### src/hdl/ptmr_pkg.sv
// Shared constants of the periodic timer: register map, field positions,
// reset values, mode and output-function codes.
// Assumes a 32-bit APB slave port with byte addresses in the low 8 bits.
package ptmr_pkg;

  // ----------------------------------------------------------------------
  // Widths
  // ----------------------------------------------------------------------
  localparam int APB_AW = 8;
  localparam int APB_DW = 32;
  localparam int CNT_W = 10;
  localparam int CKSEL_W = 3;
  localparam int DIV_W = 7;

  // ----------------------------------------------------------------------
  // Register byte offsets
  // ----------------------------------------------------------------------
  localparam logic [7:0] ADDR_CTRL0 = 8'h00;
  localparam logic [7:0] ADDR_CTRL1 = 8'h04;
  localparam logic [7:0] ADDR_COUNT = 8'h08;
  localparam logic [7:0] ADDR_CMPA = 8'h0C;
  localparam logic [7:0] ADDR_PERIOD = 8'h10;
  localparam logic [7:0] ADDR_STATUS = 8'h14;

  // ----------------------------------------------------------------------
  // Field positions
  // ----------------------------------------------------------------------
  localparam int CTRL0_EN_BIT = 0;
  localparam int CTRL0_CKSEL_LSB = 1;
  localparam int CTRL1_CCL_BIT = 0;
  localparam int CTRL1_POL_BIT = 2;
  localparam int CTRL1_OLC_BIT = 3;
  localparam int CTRL1_OFN_LSB = 4;
  localparam int CTRL1_MODE_LSB = 6;
  localparam int STATUS_FA_BIT = 0;
  localparam int STATUS_FP_BIT = 1;

  // ----------------------------------------------------------------------
  // Codes and reset values
  // ----------------------------------------------------------------------
  localparam logic [1:0] MODE_CMP = 2'h0;
  localparam logic [1:0] MODE_PWM = 2'h2;
  localparam logic [1:0] MODE_TMR = 2'h3;
  localparam logic [1:0] OFN_NONE = 2'h0;
  localparam logic [1:0] OFN_LOW = 2'h1;
  localparam logic [1:0] OFN_HIGH = 2'h2;
  localparam logic [1:0] OFN_TOGGLE = 2'h3;
  localparam logic [9:0] CNT_ZERO = 10'h000;
  localparam logic [9:0] CNT_MAX = 10'h3FF;
  localparam logic [31:0] RDATA_ZERO = 32'h0000_0000;

endpackage

### src/hdl/ptmr_tick_if.sv
// Carries the timer clock select and the resulting tick between the
// timer core and its prescaler.
// Assumes both ends run on the same pclk.
`timescale 1ns/1ps
`default_nettype none
interface ptmr_tick_if;
  logic [2:0] sel; // Divide by two to the power sel
  logic tick; // One-cycle pulse per timer clock

  // Prescaler end
  modport gen (input sel, output tick);
  // Timer core end
  modport user (output sel, input tick);
endinterface
`default_nettype wire

### src/hdl/ptmr_core.sv
// Periodic timer with compare A and period comparators, four modes and
// an APB register file.
// Assumes pclk at 50 MHz, external_trigger_pin synchronous to pclk.
//
// Added by the designer: the APB slave port and the register offsets.
`timescale 1ns/1ps
`default_nettype none

// What this block does
// - Clear-select 1: compare A match clears counter
// - Compare mode pin changes only on A match
// - Enable rising edge restores initial pin level
// - Clear-select 1 never raises period flag outside PWM
// - Mode 11 counts like compare, pin released
// - PWM period from period value, 0 means 1024
// - Duty at or above period holds active
// - PWM raises A and period flags separately
// - Level bit picks active level, polarity inverts
// - Functions 00/01 force pin, counting continues
// - PWM ignores clear-select, period always clears
// - Single pulse: enable rise starts pulse
// - Trigger pin edge sets enable in pulse mode
// - Pulse ends on clear or A match
// - Single pulse A match raises A flag
// - Single pulse counter zeroed only on enable rise
// - 10-bit counter, A value 0 overflows silently
// - Compare mode pin high, low or toggle
module ptmr_core (
  // Clock and reset
  input wire logic pclk,
  input wire logic presetn,
  // APB slave
  input wire logic psel,
  input wire logic penable,
  input wire logic pwrite,
  input wire logic [ptmr_pkg::APB_AW-1:0] paddr,
  input wire logic [ptmr_pkg::APB_DW-1:0] pwdata,
  output logic [ptmr_pkg::APB_DW-1:0] prdata,
  output logic pready,
  output logic pslverr,
  // Timer pins
  input wire logic external_trigger_pin,
  output logic timer_pin,
  output logic timer_pin_oe
);
  import ptmr_pkg::*;

  // ----------------------------------------------------------------------
  // State
  // ----------------------------------------------------------------------
  typedef struct packed {
    logic en; // counter_enable
    logic [CKSEL_W-1:0] cksel; // Timer clock select
    logic [1:0] mode; // mode_select_hi/lo
    logic [1:0] ofn; // output_function_hi/lo
    logic olc; // output_level_control
    logic pol; // output_polarity
    logic ccl; // counter_clear_select
    logic [CNT_W-1:0] cnt; // Counter
    logic [CNT_W-1:0] cmpa; // compare_a_value
    logic [CNT_W-1:0] per; // period_value
    logic fa; // compare_a_flag
    logic fp; // period_match_flag
    logic lvl; // Compare mode pin level before polarity
    logic pin; // Pin level as driven
    logic oe; // Pin drive enable
    logic trig_q; // Trigger pin one cycle ago
    logic rdy; // APB answer pending
    logic [APB_DW-1:0] rdata; // Captured read word
  } ptmr_state_t;

  ptmr_state_t st_ff; // Registered state
  ptmr_state_t nxt_st_ff; // Its next value

  ptmr_tick_if tk (); // Prescaler link

  logic acc_req; // Access phase in progress
  logic done; // Transfer completes this edge
  logic unmapped; // Address decodes to nothing
  logic wr_go; // Register write this edge
  logic [APB_DW-1:0] rd_word; // Read mux
  logic trig_edge; // Rising edge on trigger pin
  logic sp_mode; // Single pulse mode now
  logic en_req; // Enable after software and trigger
  logic en_rise; // Enable goes low to high
  logic [CNT_W-1:0] cnt_inc; // Counter plus one, wraps at 1024
  logic a_eq; // Next count meets compare A
  logic p_end; // Period reached
  logic a_hit; // Compare A match event
  logic p_hit; // Period match event
  logic duty_on; // PWM active phase
  logic lv; // Pin level before polarity

  // ----------------------------------------------------------------------
  // Prescaler
  // ----------------------------------------------------------------------
  assign tk.sel = st_ff.cksel;

  ptmr_tick_gen u_tick (
    .pclk(pclk),
    .presetn(presetn),
    .tk(tk.gen)
  );

  // ----------------------------------------------------------------------
  // APB decode
  // ----------------------------------------------------------------------
  // One wait state so that read data can come from a flip-flop
  assign acc_req = psel & penable;
  assign done = acc_req & st_ff.rdy;
  assign unmapped = !(paddr == ADDR_CTRL0 || paddr == ADDR_CTRL1 ||
                      paddr == ADDR_COUNT || paddr == ADDR_CMPA ||
                      paddr == ADDR_PERIOD || paddr == ADDR_STATUS);
  assign wr_go = done & pwrite & ~unmapped;
  assign pready = st_ff.rdy;
  assign pslverr = st_ff.rdy & unmapped;
  assign prdata = st_ff.rdata;

  // Read mux, unused upper bits read as zero
  always_comb begin
    rd_word = RDATA_ZERO;
    case (paddr)
      ADDR_CTRL0: begin
        rd_word[CTRL0_EN_BIT] = st_ff.en;
        rd_word[CTRL0_CKSEL_LSB +: CKSEL_W] = st_ff.cksel;
      end
      ADDR_CTRL1: begin
        rd_word[CTRL1_CCL_BIT] = st_ff.ccl;
        rd_word[CTRL1_POL_BIT] = st_ff.pol;
        rd_word[CTRL1_OLC_BIT] = st_ff.olc;
        rd_word[CTRL1_OFN_LSB +: 2] = st_ff.ofn;
        rd_word[CTRL1_MODE_LSB +: 2] = st_ff.mode;
      end
      ADDR_COUNT: rd_word[CNT_W-1:0] = st_ff.cnt;
      ADDR_CMPA: rd_word[CNT_W-1:0] = st_ff.cmpa;
      ADDR_PERIOD: rd_word[CNT_W-1:0] = st_ff.per;
      ADDR_STATUS: begin
        rd_word[STATUS_FA_BIT] = st_ff.fa;
        rd_word[STATUS_FP_BIT] = st_ff.fp;
      end
      default: rd_word = RDATA_ZERO;
    endcase
  end

  // ----------------------------------------------------------------------
  // Event terms
  // ----------------------------------------------------------------------
  assign sp_mode = (st_ff.mode == MODE_PWM) && (st_ff.ofn == OFN_TOGGLE);
  assign trig_edge = external_trigger_pin & ~st_ff.trig_q;
  assign cnt_inc = st_ff.cnt + CNT_W'(1);
  // A value of zero never matches, so the counter just rolls over
  assign a_eq = (st_ff.cmpa != CNT_ZERO) && (cnt_inc == st_ff.cmpa);
  // Period zero means a full 1024-count cycle ending at the overflow
  assign p_end = (st_ff.per != CNT_ZERO) ? (cnt_inc == st_ff.per)
                                         : (st_ff.cnt == CNT_MAX);

  // ----------------------------------------------------------------------
  // Next state
  // ----------------------------------------------------------------------
  always_comb begin
    nxt_st_ff = st_ff;
    a_hit = 1'b0;
    p_hit = 1'b0;
    duty_on = 1'b0;
    lv = 1'b0;
    en_req = st_ff.en;
    en_rise = 1'b0;

    // APB answer one cycle into the access phase
    nxt_st_ff.rdy = acc_req & ~st_ff.rdy;
    if (acc_req && !st_ff.rdy) begin
      nxt_st_ff.rdata = rd_word;
    end
    nxt_st_ff.trig_q = external_trigger_pin;

    // Register writes
    if (wr_go) begin
      case (paddr)
        ADDR_CTRL0: begin
          nxt_st_ff.en = pwdata[CTRL0_EN_BIT];
          nxt_st_ff.cksel = pwdata[CTRL0_CKSEL_LSB +: CKSEL_W];
        end
        ADDR_CTRL1: begin
          nxt_st_ff.ccl = pwdata[CTRL1_CCL_BIT];
          nxt_st_ff.pol = pwdata[CTRL1_POL_BIT];
          nxt_st_ff.olc = pwdata[CTRL1_OLC_BIT];
          nxt_st_ff.ofn = pwdata[CTRL1_OFN_LSB +: 2];
          nxt_st_ff.mode = pwdata[CTRL1_MODE_LSB +: 2];
        end
        ADDR_CMPA: nxt_st_ff.cmpa = pwdata[CNT_W-1:0];
        ADDR_PERIOD: nxt_st_ff.per = pwdata[CNT_W-1:0];
        default: nxt_st_ff.cmpa = nxt_st_ff.cmpa;
      endcase
    end

    // Trigger pin starts a stopped pulse, ignored while one is running
    if (sp_mode && trig_edge && !st_ff.en) begin
      nxt_st_ff.en = 1'b1;
    end
    en_req = nxt_st_ff.en;
    en_rise = en_req & ~st_ff.en;

    if (en_rise) begin
      // Restart from zero and restore the initial pin level
      nxt_st_ff.cnt = CNT_ZERO;
      nxt_st_ff.lvl = nxt_st_ff.olc;
    end else if (st_ff.en && tk.tick) begin
      nxt_st_ff.cnt = cnt_inc;
      if (sp_mode) begin
        // Compare A ends a running pulse, as does a software clear; period and clear-select unused
        if (a_eq) begin
          a_hit = 1'b1;
          nxt_st_ff.en = 1'b0;
        end
      end else if (st_ff.mode == MODE_PWM || !st_ff.ccl) begin
        // PWM always clears on period, whatever clear-select says
        if (p_end) begin
          nxt_st_ff.cnt = CNT_ZERO;
          p_hit = 1'b1;
        end
        if (a_eq) begin
          a_hit = 1'b1;
        end
      end else begin
        // Clear on compare A; the period comparator stays silent
        if (a_eq) begin
          nxt_st_ff.cnt = CNT_ZERO;
          a_hit = 1'b1;
        end
      end
    end

    // Compare mode pin moves only on an A match
    if (a_hit && st_ff.mode != MODE_PWM) begin
      case (st_ff.ofn)
        OFN_LOW: nxt_st_ff.lvl = 1'b0;
        OFN_HIGH: nxt_st_ff.lvl = 1'b1;
        OFN_TOGGLE: nxt_st_ff.lvl = ~st_ff.lvl;
        default: nxt_st_ff.lvl = st_ff.lvl;
      endcase
    end

    // Sticky flags: write one clears, a same-cycle event wins
    if (wr_go && paddr == ADDR_STATUS) begin
      nxt_st_ff.fa = st_ff.fa & ~pwdata[STATUS_FA_BIT];
      nxt_st_ff.fp = st_ff.fp & ~pwdata[STATUS_FP_BIT];
    end
    nxt_st_ff.fa = nxt_st_ff.fa | a_hit;
    nxt_st_ff.fp = nxt_st_ff.fp | p_hit;

    // Pin level from the next state so the pin flop tracks it exactly
    duty_on = ((nxt_st_ff.per != CNT_ZERO) &&
               (nxt_st_ff.cmpa >= nxt_st_ff.per)) ||
              (nxt_st_ff.cnt < nxt_st_ff.cmpa);
    case (nxt_st_ff.mode)
      MODE_CMP: lv = nxt_st_ff.lvl;
      MODE_PWM: begin
        case (nxt_st_ff.ofn)
          OFN_NONE: lv = 1'b0;
          OFN_LOW: lv = 1'b1;
          OFN_HIGH: lv = duty_on ? nxt_st_ff.olc : ~nxt_st_ff.olc;
          default: lv = nxt_st_ff.en ? nxt_st_ff.olc : ~nxt_st_ff.olc;
        endcase
      end
      default: lv = 1'b0;
    endcase
    // Timer/counter mode and the unused code leave the pin free
    nxt_st_ff.oe = (nxt_st_ff.mode == MODE_CMP) ||
                   (nxt_st_ff.mode == MODE_PWM);
    nxt_st_ff.pin = (lv ^ nxt_st_ff.pol) & nxt_st_ff.oe;
  end

  // State register
  always_ff @(posedge pclk or negedge presetn) begin
    if (!presetn) begin
      st_ff <= '0;
    end else begin
      st_ff <= nxt_st_ff;
    end
  end

  assign timer_pin = st_ff.pin;
  assign timer_pin_oe = st_ff.oe;

  logic ctrl1_wr; // Configuration rewrite this cycle
  assign ctrl1_wr = wr_go && (paddr == ADDR_CTRL1);
endmodule
`default_nettype wire

### src/hdl/ptmr_tick_gen.sv
// Prescaler that derives the timer clock tick from pclk.
// Assumes sel is steady for the life of a count; a change just rephases.
`timescale 1ns/1ps
`default_nettype none
module ptmr_tick_gen (
  // Clock and reset
  input wire logic pclk,
  input wire logic presetn,
  // Select in, tick out
  ptmr_tick_if.gen tk
);
  import ptmr_pkg::*;

  // Whole state of the prescaler
  typedef struct packed {
    logic [DIV_W-1:0] div;
  } ptmr_div_t;

  ptmr_div_t div_ff; // Free-running divider
  ptmr_div_t nxt_div_ff;
  logic [DIV_W-1:0] mask; // Low bits that must all be ones

  // Mask of the low sel bits; sel 0 gives a tick every cycle
  assign mask = DIV_W'((8'h01 << tk.sel) - 8'h01);
  assign tk.tick = (div_ff.div & mask) == mask;

  // Next divider value
  always_comb begin
    nxt_div_ff = div_ff;
    nxt_div_ff.div = div_ff.div + DIV_W'(1);
  end

  // Divider register
  always_ff @(posedge pclk or negedge presetn) begin
    if (!presetn) begin
      div_ff <= '0;
    end else begin
      div_ff <= nxt_div_ff;
    end
  end
endmodule
`default_nettype wire

### config.mk
export PLATFORM = sky130hd
export DESIGN_NAME = ptmr_core
export DESIGN_NICKNAME = d
export VERILOG_FILES = /design/src/hdl/ptmr_pkg.sv /design/src/hdl/ptmr_tick_if.sv /design/src/hdl/ptmr_core.sv /design/src/hdl/ptmr_tick_gen.sv
export SDC_FILE = /design/constraint.sdc
export NUM_CORES = 1
export LEC_CHECK = 0
export BUFFER_PORTS_ARGS = -buffer_cell sky130_fd_sc_hd__buf_2
export CORE_ASPECT_RATIO = 0.7
export CORE_MARGIN = 8
export CORE_UTILIZATION = 52
export CTS_BUF_LIST = sky130_fd_sc_hd__clkbuf_16
export DETAILED_ROUTE_END_ITERATION = 7
export GPL_TIMING_DRIVEN = 0
export HOLD_SLACK_MARGIN = 0.06
export PLACE_DENSITY = 0.78
export RECOVER_POWER = 25
export SETUP_SLACK_MARGIN = 0.4
export SLEW_MARGIN = 0
export SYNTH_ARGS = -nofsm -noshare
export SYNTH_HDL_FRONTEND = slang
export SYNTH_SLANG_ARGS = --single-unit
### constraint.sdc
create_clock -name pclk -period 4 [get_ports pclk]
set_clock_uncertainty 0.1 [all_clocks]
set_input_delay 0.2 -clock pclk [delete_from_list [all_inputs] [get_ports pclk]]
set_output_delay 0.2 -clock pclk [all_outputs]
set_load 0.005 [all_outputs]
; ---- After elaboration in Yosys (flattened, before gate mapping)
; Index checks and enable logic that the tools add are counted.
; W data, S select, Z words.
[word_totals]
input_bits = 46
reg_bits = 65
elab_cells = 132
[classes]
bitwise_logic = 22
n_lt_le_gt_ge = 2
n_reduce_logical = 29
shifts = 1
muxes = 39
eq_ne = 17
add_sub_neg = 3
[op_table]
columns = cell, count
row1 = $mux W10, 8
row2 = $reduce_bool A10 Y1, 3
row3 = $eq A10 B10 Y1, 2
row4 = $mux W20, 1
row5 = $mux W1, 18
row6 = $eq A8 B4 Y1 const B, 2
row7 = $eq A8 B5 Y1 const B, 2
row8 = $pmux W4 S4, 1
row9 = $and A1 B1 Y1, 11
row10 = $mux W11, 1
row11 = $add A10 B1 Y10 const B, 1
row12 = $eq A10 B10 Y1 const B, 1
row13 = $eq A2 B2 Y1 const B, 5
row14 = $ge A10 B10 Y1, 1
row15 = $lt A10 B10 Y1, 1
row16 = $pmux W2 S5, 1
row17 = $logic_and A1 B1 Y1, 9
row18 = $eq A8 B3 Y1 const B, 1
row19 = $logic_not A8 Y1, 1
row20 = $logic_or A1 B1 Y1, 8
row21 = $add A7 B1 Y7 const B, 1
row22 = $and A7 B7 Y7, 1
row23 = $eq A7 B7 Y1, 1
row24 = $mux W7, 1
row25 = 17 further kinds, 31

; ---- Logic depth before layout (Yosys ltp)
; Gate-level depths: netlist (run 1).
[depth]
ltp_word = 18
ltp_mapped = 23

; ---- Hierarchy
; From an unflattened synthesis (run 1), not the netlist that was laid out.
[hier_totals]
hier_cells = 540
area_unflattened_um2 = 4912.2
[by_module_without_submodules]
columns = mod, instances, area_each_um2, cells_each
row1 = ptmr_core, 1, 4586.9, 512
row2 = ptmr_tick_gen, 1, 325.3, 28

; ---- Least setup slack after synthesis (run 1)
; No wires, ideal clock.
[synth_path]
path_kind = register -> register
start = reg st_ff (netlist bit tk.sel[0])
end = reg st_ff (netlist bit timer_pin)
setup_ps = 124
required_time_ps = 3776
synth_period_minus_slack_ps = 4462
setup_slack_ps = -462
arrival_time_ps = 4237
stages_incl_launch_ff = 22
cell_sequence = dfrtp_1 clkbuf_1 or3_1 ha_1 o21ai_0 a21o_1 a221oi_1 nand3_1 or2_1 or3_1 a21oi_1 ha_1 a211oi_1 o21bai_1 a211oi_1 o21ai_0 nor3b_1 mux2i_1 nand2_1 nor4b_1 nor2_1 mux2i_1
[synth_rtl]
columns = item, line
row1 = "start, declared", ptmr_core.sv:72  ; ptmr_state_t st_ff;
row2 = "start signal, assigned", ptmr_core.sv:278  ; st_ff <= nxt_st_ff;

==> out/qor.yml, run 1 <==
finalCritPeriodShare: 1.19
min_period_ns: 4.77
preCtsSetupSlack_ns: -1.24
hold_depth: 2
yosys_warnings: 0
grt-ovfl-total: 0
die_x_um: 131
synth_top_area_share: 0.337
r2r_cells: 21
hp-start: "pwdata[9]"
synthTopCellsByArea: "dfrtp_1 (34%), mux2_2 (6.1%), ha_1 (5.7%)"
slew_violations: 66
seq_area_frac_synth: 0.337
synthArstFlopShare: 1.00
p_comb_frac: 0.301
grt_max_degree: 66
setup_viol: 1
clockBufferDepth: 2
endpoint_kind: "register"
dp_hpwl_um: 11200
avgSynthCellArea_um2: 9.13
switching_power_w: 0.000660
ioPinCount: 82
clkLatencyLatePin_ns: 0.33
path_class: "register to register"
place_congestion: 0.997
avgRoutedWirePerCell_um: 20.2
slew_headroom: -0.0709
grt_first_pass_wirelength_um: 23600
cts-root-buf: "clkbuf_16"
violations: "max-capacitance violations, max-slew violations, negative setup slack"
seqPwrFrac: 0.330
crit_arrival_ns: 4.88
rows: 29
maxCapViolations: 1
routed_wl_um: 15000
cts_tree: "yes"
start_util: 0.535
drive_gt1_frac: 0.285
num_vias: 4387
numPortBuffers: 35
drt_first_iter_violations: 429
powerDensity_mw_per_mm2: 347
hold_ws_ns: 0.0754
dieArea_mm2: 0.0127
synth.distinct_cells: 67
nets: 680
total_power_w: 0.00207
grtUsageTotal: 0.233
synth_edf_count: 0
swShare: 0.319
antenna_cells: 0
rr_startpoint: "st_ff[64]"
antenna_found_initial: 0
clkSlewWorstSetupHoldPaths_ns: 0.05
p_int_w: 0.00141
die_h_um: 96.6
p_clk_frac: 0.369
ir_drop_uv: 236
numCtsBuffers: 9
first_pass_iters: 5
antenna_left: 0
yosysTopAreaCell: "dfrtp_1"
worst-slew-pin-transition_ns: 1.61
rsz0062_at_grt: "true"
htreeDepth: 3
power.leakage_nw: 2.80
finalHoldViolCount: 0
final.setup.worst_slack_ns: -0.765
min_to: "st_ff[48]"
core_area_mm2: 0.00903
cts_sinks: 65
synth_cells: 529
crit_required_ns: 4.11
ys_ff_latch: 65
drc: 0
n_fill_cell: 738
grt_pass1_vias: 4268
area_growth_pct: 23.4
hold_class: "primary input to register"
vias_per_cell: 5.92
worst_setup_path_start_kind: "register"
synthesis.area_mm2: 0.00483
fmax_mhz: 210
r2r_slack_ns: -0.77
status: "finished, violations left"
synth_flop_cell: "dfrtp_1"
cp_max_fo: 10
r2r_end: "timer_pin"
[timing repair]
item	CTS	global route
pin swaps	12	4
setup buffers	11	1
gates cloned	1	0
hold endpoints to repair	67	0
resized for setup	38	8
hold buffers	3	0
setup endpoints to repair	1	1
[how the worst max path moves through the flow]
stage | slack [ns] | cells after the start | end | startpoint
2_1_floorplan | -0.20 | 21 | timer_pin | tk.sel[0]
3_3_place_gp | -1.15 | 20 | timer_pin | st_ff[60]
3_5_place_dp | -1.24 | 20 | timer_pin | st_ff[60]
4_1_cts | -0.72 | 21 | timer_pin | tk.sel[0]
5_1_grt | -1.0 | 21 | timer_pin | tk.sel[0]
6_report | -0.77 | 21 | timer_pin | st_ff[64]
[routing by layer]
layer,up-vias,routed length [um],global-route usage
met5,-,0,0
met4,0,150,0.0507
met3,23,1650,0.0713
met2,240,6600,0.358
met1,2099,6590,0.315
li1,2025,-,-
[flip-flops by register name, indices dropped and copies added, names as in the netlist]
register and count:
tk.sel 3, u_tick.div_ff 7, st_ff 42, timer_pin 1, pready 1, timer_pin_oe 1
prdata 10
[worst max-delay path, cell delays in order, from the launching register on]
cell and delay, ns:
dfrtp_1 0.32, buf_4 0.18, nand4_1 0.12, buf_4 0.18
maj3_1 0.35, o31ai_1 0.24, o21a_1 0.27, a41oi_4 0.18
buf_4 0.18, o22ai_2 0.21, o21ai_0 0.12, nand2_1 0.08
a21oi_1 0.14, ha_1 0.39, nand4_1 0.14, nor2_2 0.14
nand2_1 0.11, or4b_2 0.61, o221ai_1 0.12, nor4b_2 0.24
nor2_1 0.09, mux2i_1 0.13
[metrics by stage]
stage	area, um^2	utilization	cells	setup TNS, ns
after floorplan	5000	-	550	-0.201
after global placement	5330	0.590	709	-1.15
after detailed placement	5330	0.590	709	-1.24
after CTS	5930	0.656	740	-0.719
after global routing	5960	0.660	741	-0.998
final	5960	0.660	741	-0.765
[cell usage after synthesis (all sizes together) (3+ instances only)]
library cell / number
dfrtp: 65
nand2: 46
buf: 43
nor2: 40
o21ai: 32
inv: 28
mux2: 26
nand3: 24
ha: 22
xnor2: 22
mux2i: 16
a21oi: 15
clkbuf: 13
nor4: 9
a22oi: 8
or3: 7
xor2: 7
and3: 6
nand4: 6
nor2b: 6
nor3: 6
a211oi: 5
a22o: 5
nand3b: 5
o31ai: 5
a41oi: 4
nand2b: 4
nor4b: 4
o21a: 4
or2: 4
xnor3: 4
a32oi: 3
mux4: 3
nor3b: 3
o22ai: 3
[cell usage in the layout (no fill, tap or decap), types with 13 or more instances in the layout]
cell | Yosys | final
a21oi_1 | 15 | 13
buf_2 | 7 | 30
buf_4 | 32 | 40
clkbuf_1 | 13 | 15
conb_1 | 1 | 22
dfrtp_1 | 65 | 64
ha_1 | 22 | 20
inv_1 | 27 | 27
mux2_2 | 26 | 26
mux2i_1 | 15 | 15
nand2_1 | 46 | 45
nand3_1 | 24 | 20
nor2_1 | 39 | 34
o21ai_0 | 31 | 28
xnor2_1 | 22 | 20
[cells by family after synthesis]
logic type,after synthesis,synth area share
AOI/OAI and AO/OA,100,0.137
xor gates and xnor gates,33,0.0712
adders and majority gates,23,0.0591
buffers and inverters,84,0.0935
DFF,65,0.337
muxes,45,0.110
other,1,0.000776
and+or+nand+nor,178,0.192
[power by group through the flow]
stage                     combinational (W)  sequential (W)  clock (W)
after floorplan                    0.000355        0.000689          0
after global placement             0.000485        0.000692          0
after detailed placement           0.000491        0.000693          0
after CTS                          0.000605        0.000682   0.000774
after global routing               0.000666        0.000683   0.000796
final                              0.000624        0.000683   0.000765
[final cells by class]
| type | count | area (um^2) | area share |
|---|---|---|---|
| Inverter | 28 | 105 | 0.0176 |
| Clock inverter | 7 | 61.3 | 0.0103 |
| Clock buffer | 9 | 225 | 0.0378 |
| Buffer | 56 | 390 | 0.0655 |
| Tap cell | 124 | 155 | 0.0260 |
| Sequential cell | 65 | 1630 | 0.273 |
| Timing Repair Buffer | 50 | 299 | 0.0502 |
| Multi-Input combinational cell | 402 | 3100 | 0.520 |
Power figures use the tool's default switching activity.
==> run 2, diff against run 1 <==
- CELL_PAD_IN_SITES_DETAIL_PLACEMENT: unset -> 0
- CELL_PAD_IN_SITES_GLOBAL_PLACEMENT: unset -> 2
- CORE_UTILIZATION: 52 -> 32
- SYNTH_HIERARCHICAL: unset -> 1
==> out/qor.yml, run 2 <==
crit_required_ns: 4.12  # was 4.11 ns
maxCapViolations: 1  # unchanged
crit_arrival_ns: 5.11  # was 4.88 ns
rsz0062_at_grt: "true"  # unchanged
clkLatencyLatePin_ns: 0.34  # was 0.33 ns
power.leakage_nw: 2.75  # was 2.80 nW
total_power_w: 0.00188  # was 0.00207 W
final.setup.worst_slack_ns: -0.992  # was -0.765 ns
drive_gt1_frac: 0.260  # was 0.285
numPortBuffers: 35  # unchanged
crit_end: "timer_pin"  # unchanged
first_pass_iters: 5  # unchanged
routed_wl_um: 16000  # was 15000 um
final_cell_mix: "dfrtp_1 (64), buf_4 (42), nand2_1 (42)"  # was dfrtp_1 (64), nand2_1 (45), buf_4 (40)
ys_ff_latch: 65  # unchanged
cp.depth: 21  # unchanged
yosys-top-cells-count: "dfrtp_1 (65), nand2_1 (43), buf_4 (37), o21ai_0 (37)"  # was dfrtp_1 (65), nand2_1 (46), nor2_1 (39), buf_4 (32), o21ai_0 (31)
yosys_warnings: 6  # was 0
fin_cells: 824  # was 741
largest_reg_flops: 42  # unchanged
r2r_cells: 21  # unchanged
dp.cells: 796  # was 709
drt_first_iter_violations: 341  # was 429
critical_path.max_stage_delay_ns: 0.43  # was 0.61 ns
dieArea_mm2: 0.0196  # was 0.0127 mm^2
num_vias: 4316  # was 4387
rows: 38  # was 29
antenna_found_initial: 0  # unchanged
numCtsBuffers: 9  # unchanged
grt_first_pass_wirelength_um: 24800  # was 23600 um
finalCritPeriodShare: 1.25  # was 1.19
synthesis.area_mm2: 0.00491  # was 0.00483 mm^2
setup_viol: 1  # unchanged
n_fill_cell: 1533  # was 738
slew_violations: 66  # unchanged
rr_startpoint: "st_ff[60]"  # was st_ff[64]
worstPathCellList: "ha_2 > clkbuf_8 > and3b_1 > or3_4 > a31oi_4 > nor2_1 > a32o_2 > or3_4 > buf_8 > o41ai_4 > ha_1 > a21oi_2 > o21ai_1 > a21o_1 > a211o_1 > a221oi_4 > nand3b_1 > o21ai_1 > a211oi_2 > mux2i_1 > nand2_1"  # was buf_4 > nand4_1 > buf_4 > maj3_1 > o31ai_1 > o21a_1 > a41oi_4 > buf_4 > o22ai_2 > o21ai_0 > nand2_1 > a21oi_1 > ha_1 > nand4_1 > nor2_2 > nand2_1 > or4b_2 > o221ai_1 > nor4b_2 > nor2_1 > mux2i_1
violations: "max-capacitance violations, max-slew violations, negative setup slack"  # unchanged
cts_tree: "yes"  # unchanged
antenna_cells: 0  # unchanged
endpoint_kind: "register"  # unchanged
yosysTopAreaCell: "dfrtp_1"  # unchanged
preCtsSetupSlack_ns: -1.59  # was -1.24 ns
seq_area_frac_synth: 0.331  # was 0.337
core_area_mm2: 0.0153  # was 0.00903 mm^2
finalHoldViolCount: 0  # unchanged
antenna_left: 0  # unchanged
place_congestion: 0.909  # was 0.997
r2r_end: "timer_pin"  # unchanged
synth_edf_count: 0  # unchanged
cts-root-buf: "clkbuf_16"  # unchanged
synth_cells: 540  # was 529
synth_flop_cell: "dfrtp_1"  # unchanged
crit_path_start: "st_ff[60]"  # was st_ff[64]
min_period_ns: 4.99  # was 4.77 ns
fmax_mhz: 200  # was 210 MHz
avgSynthCellArea_um2: 9.10  # was 9.13 um^2
synth_most_common_cell: "dfrtp_1"  # unchanged
ir_drop_uv: 205  # was 236 uV
cts_sinks: 65  # unchanged
ioPinCount: 82  # unchanged
drc: 0  # unchanged
nets: 687  # was 680
powerDensity_mw_per_mm2: 316  # was 347 mW/mm^2
cp_top_family: "compound AO/OA/AOI/OAI gates"  # was simple AND/OR/NAND/NOR gates
grt_max_degree: 66  # unchanged
synth_top_area_share: 0.331  # was 0.337
tns_ns: -0.992  # was -0.765 ns
area_growth_pct: 21.1  # was 23.4%
synthTopCellsByArea: "dfrtp_1 (33%), buf_4 (5.7%), ha_1 (5.3%)"  # was dfrtp_1 (34%), mux2_2 (6.1%), ha_1 (5.7%)
status: "finished, violations left"  # unchanged
grt-ovfl-total: 0  # unchanged
slew_headroom: -0.122  # was -0.0709
avgRoutedWirePerCell_um: 19.5  # was 20.2 um
cp_max_fo: 10  # unchanged
htreeDepth: 3  # unchanged
synth.distinct_cells: 74  # was 67
top_register: "st_ff"  # unchanged
layout_commonest_cell: "dfrtp_1"  # unchanged
die_h_um: 120  # was 96.6 um
clockBufferDepth: 2  # unchanged
clkSlewWorstSetupHoldPaths_ns: 0.06  # was 0.05 ns
path_class: "register to register"  # unchanged
cp_slowest_cell: "or3_4"  # was or4b_2
hold_class: "primary input to register"  # unchanged
grtUsageTotal: 0.164  # was 0.233
grt_pass1_vias: 4045  # was 4268
worst_setup_path_start_kind: "register"  # unchanged
die_x_um: 164  # was 131 um
start_util: 0.322  # was 0.535
r2r_slack_ns: -0.99  # was -0.77 ns
worst-slew-pin-transition_ns: 1.68  # was 1.61 ns
dp_hpwl_um: 12700  # was 11200 um
synthArstFlopShare: 1.00  # unchanged
critPathBufInv: 2  # was 3
vias_per_cell: 5.24  # was 5.92
## run 2: changes by cell type after synthesis, sizes merged, moves of 6 or more
cell	previous run	this run
nor2	40	34
nor3	6	18
o21ai	32	41
xnor2	22	13
## run 2: power by group
group	internal, W	switching [W]	total [W]
sequential	0.000678	0.0000203	0.000698
combinational	0.000191	0.000270	0.000461
clock	0.000412	0.000310	0.000722
total	0.00128	0.000600	0.00188
## run 2: routing by layer
layer,up-vias,part of all wire,routed length (um),GRT usage
met2,135,0.39,6310,0.217
met1,2096,0.52,8390,0.257
met3,12,0.076,1220,0.0417
met5,-,0,0,0
met4,0,0.0080,128,0.0317
li1,2073,-,-,-
## run 2: logic make-up after synthesis
kind of cell | Yosys count | share of synthesized area
mux | 44 | 0.0963
fa+ha+maj | 21 | 0.0535
buf+inv | 90 | 0.101
compound gates | 115 | 0.161
xor+xnor | 24 | 0.0484
flops | 65 | 0.331
simple gates | 180 | 0.208
other cells | 1 | 0.000763
## run 2: what timing repair did
item,4_1_cts,5_1_grt
endpoints found under the hold margin,68,0
setup buffers,5,4
hold buffers,4,0
pin swaps,7,6
resized for setup,19,9
endpoints found under the setup margin,2,1
## run 2: metrics by stage
step	utilization	area, um^2	hold slack, ns
after CTS	0.387	5900	0.0671
after global placement	0.358	5470	0.224
after floorplan	-	5040	-0.196
after global routing	0.390	5950	0.0905
final	0.390	5950	0.0725
after detailed placement	0.359	5470	0.231
## run 2: layout make-up
type                    count  area, um^2  share of cell area
flip-flops and latches     65        1630               0.274
inverters                  33         124              0.0208
clock inverters             6        36.3             0.00610
multi-input cells         406        3010               0.507
plain buffers              57         397              0.0667
clock buffers               9         225              0.0379
repair buffers             48         274              0.0461
well taps                 200         250              0.0421
## run 2: worst min path at each step
stage                               from      endpoint  slack, ns  cells after the start
floorplan                        presetn     prdata[0]      -0.20                      0
global placement    external_trigger_pin     st_ff[33]       0.22                      1
detailed placement  external_trigger_pin     st_ff[33]       0.23                      1
CTS                            pwdata[6]  timer_pin_oe       0.07                      2
global route                   pwdata[6]  timer_pin_oe       0.09                      2
finish                         pwdata[6]  timer_pin_oe       0.07                      2
## run 2: worst reg2reg max path, delay by kind of cell (launching register included)
family	cells	cell delay, ns
flip-flops	1	0.40
AND/OR/NAND/NOR	6	1.21
buffers and inverters	2	0.33
adder cells (fa/ha/maj)	2	0.52
multiplexers	1	0.22
AO/OA/AOI/OAI	10	2.11
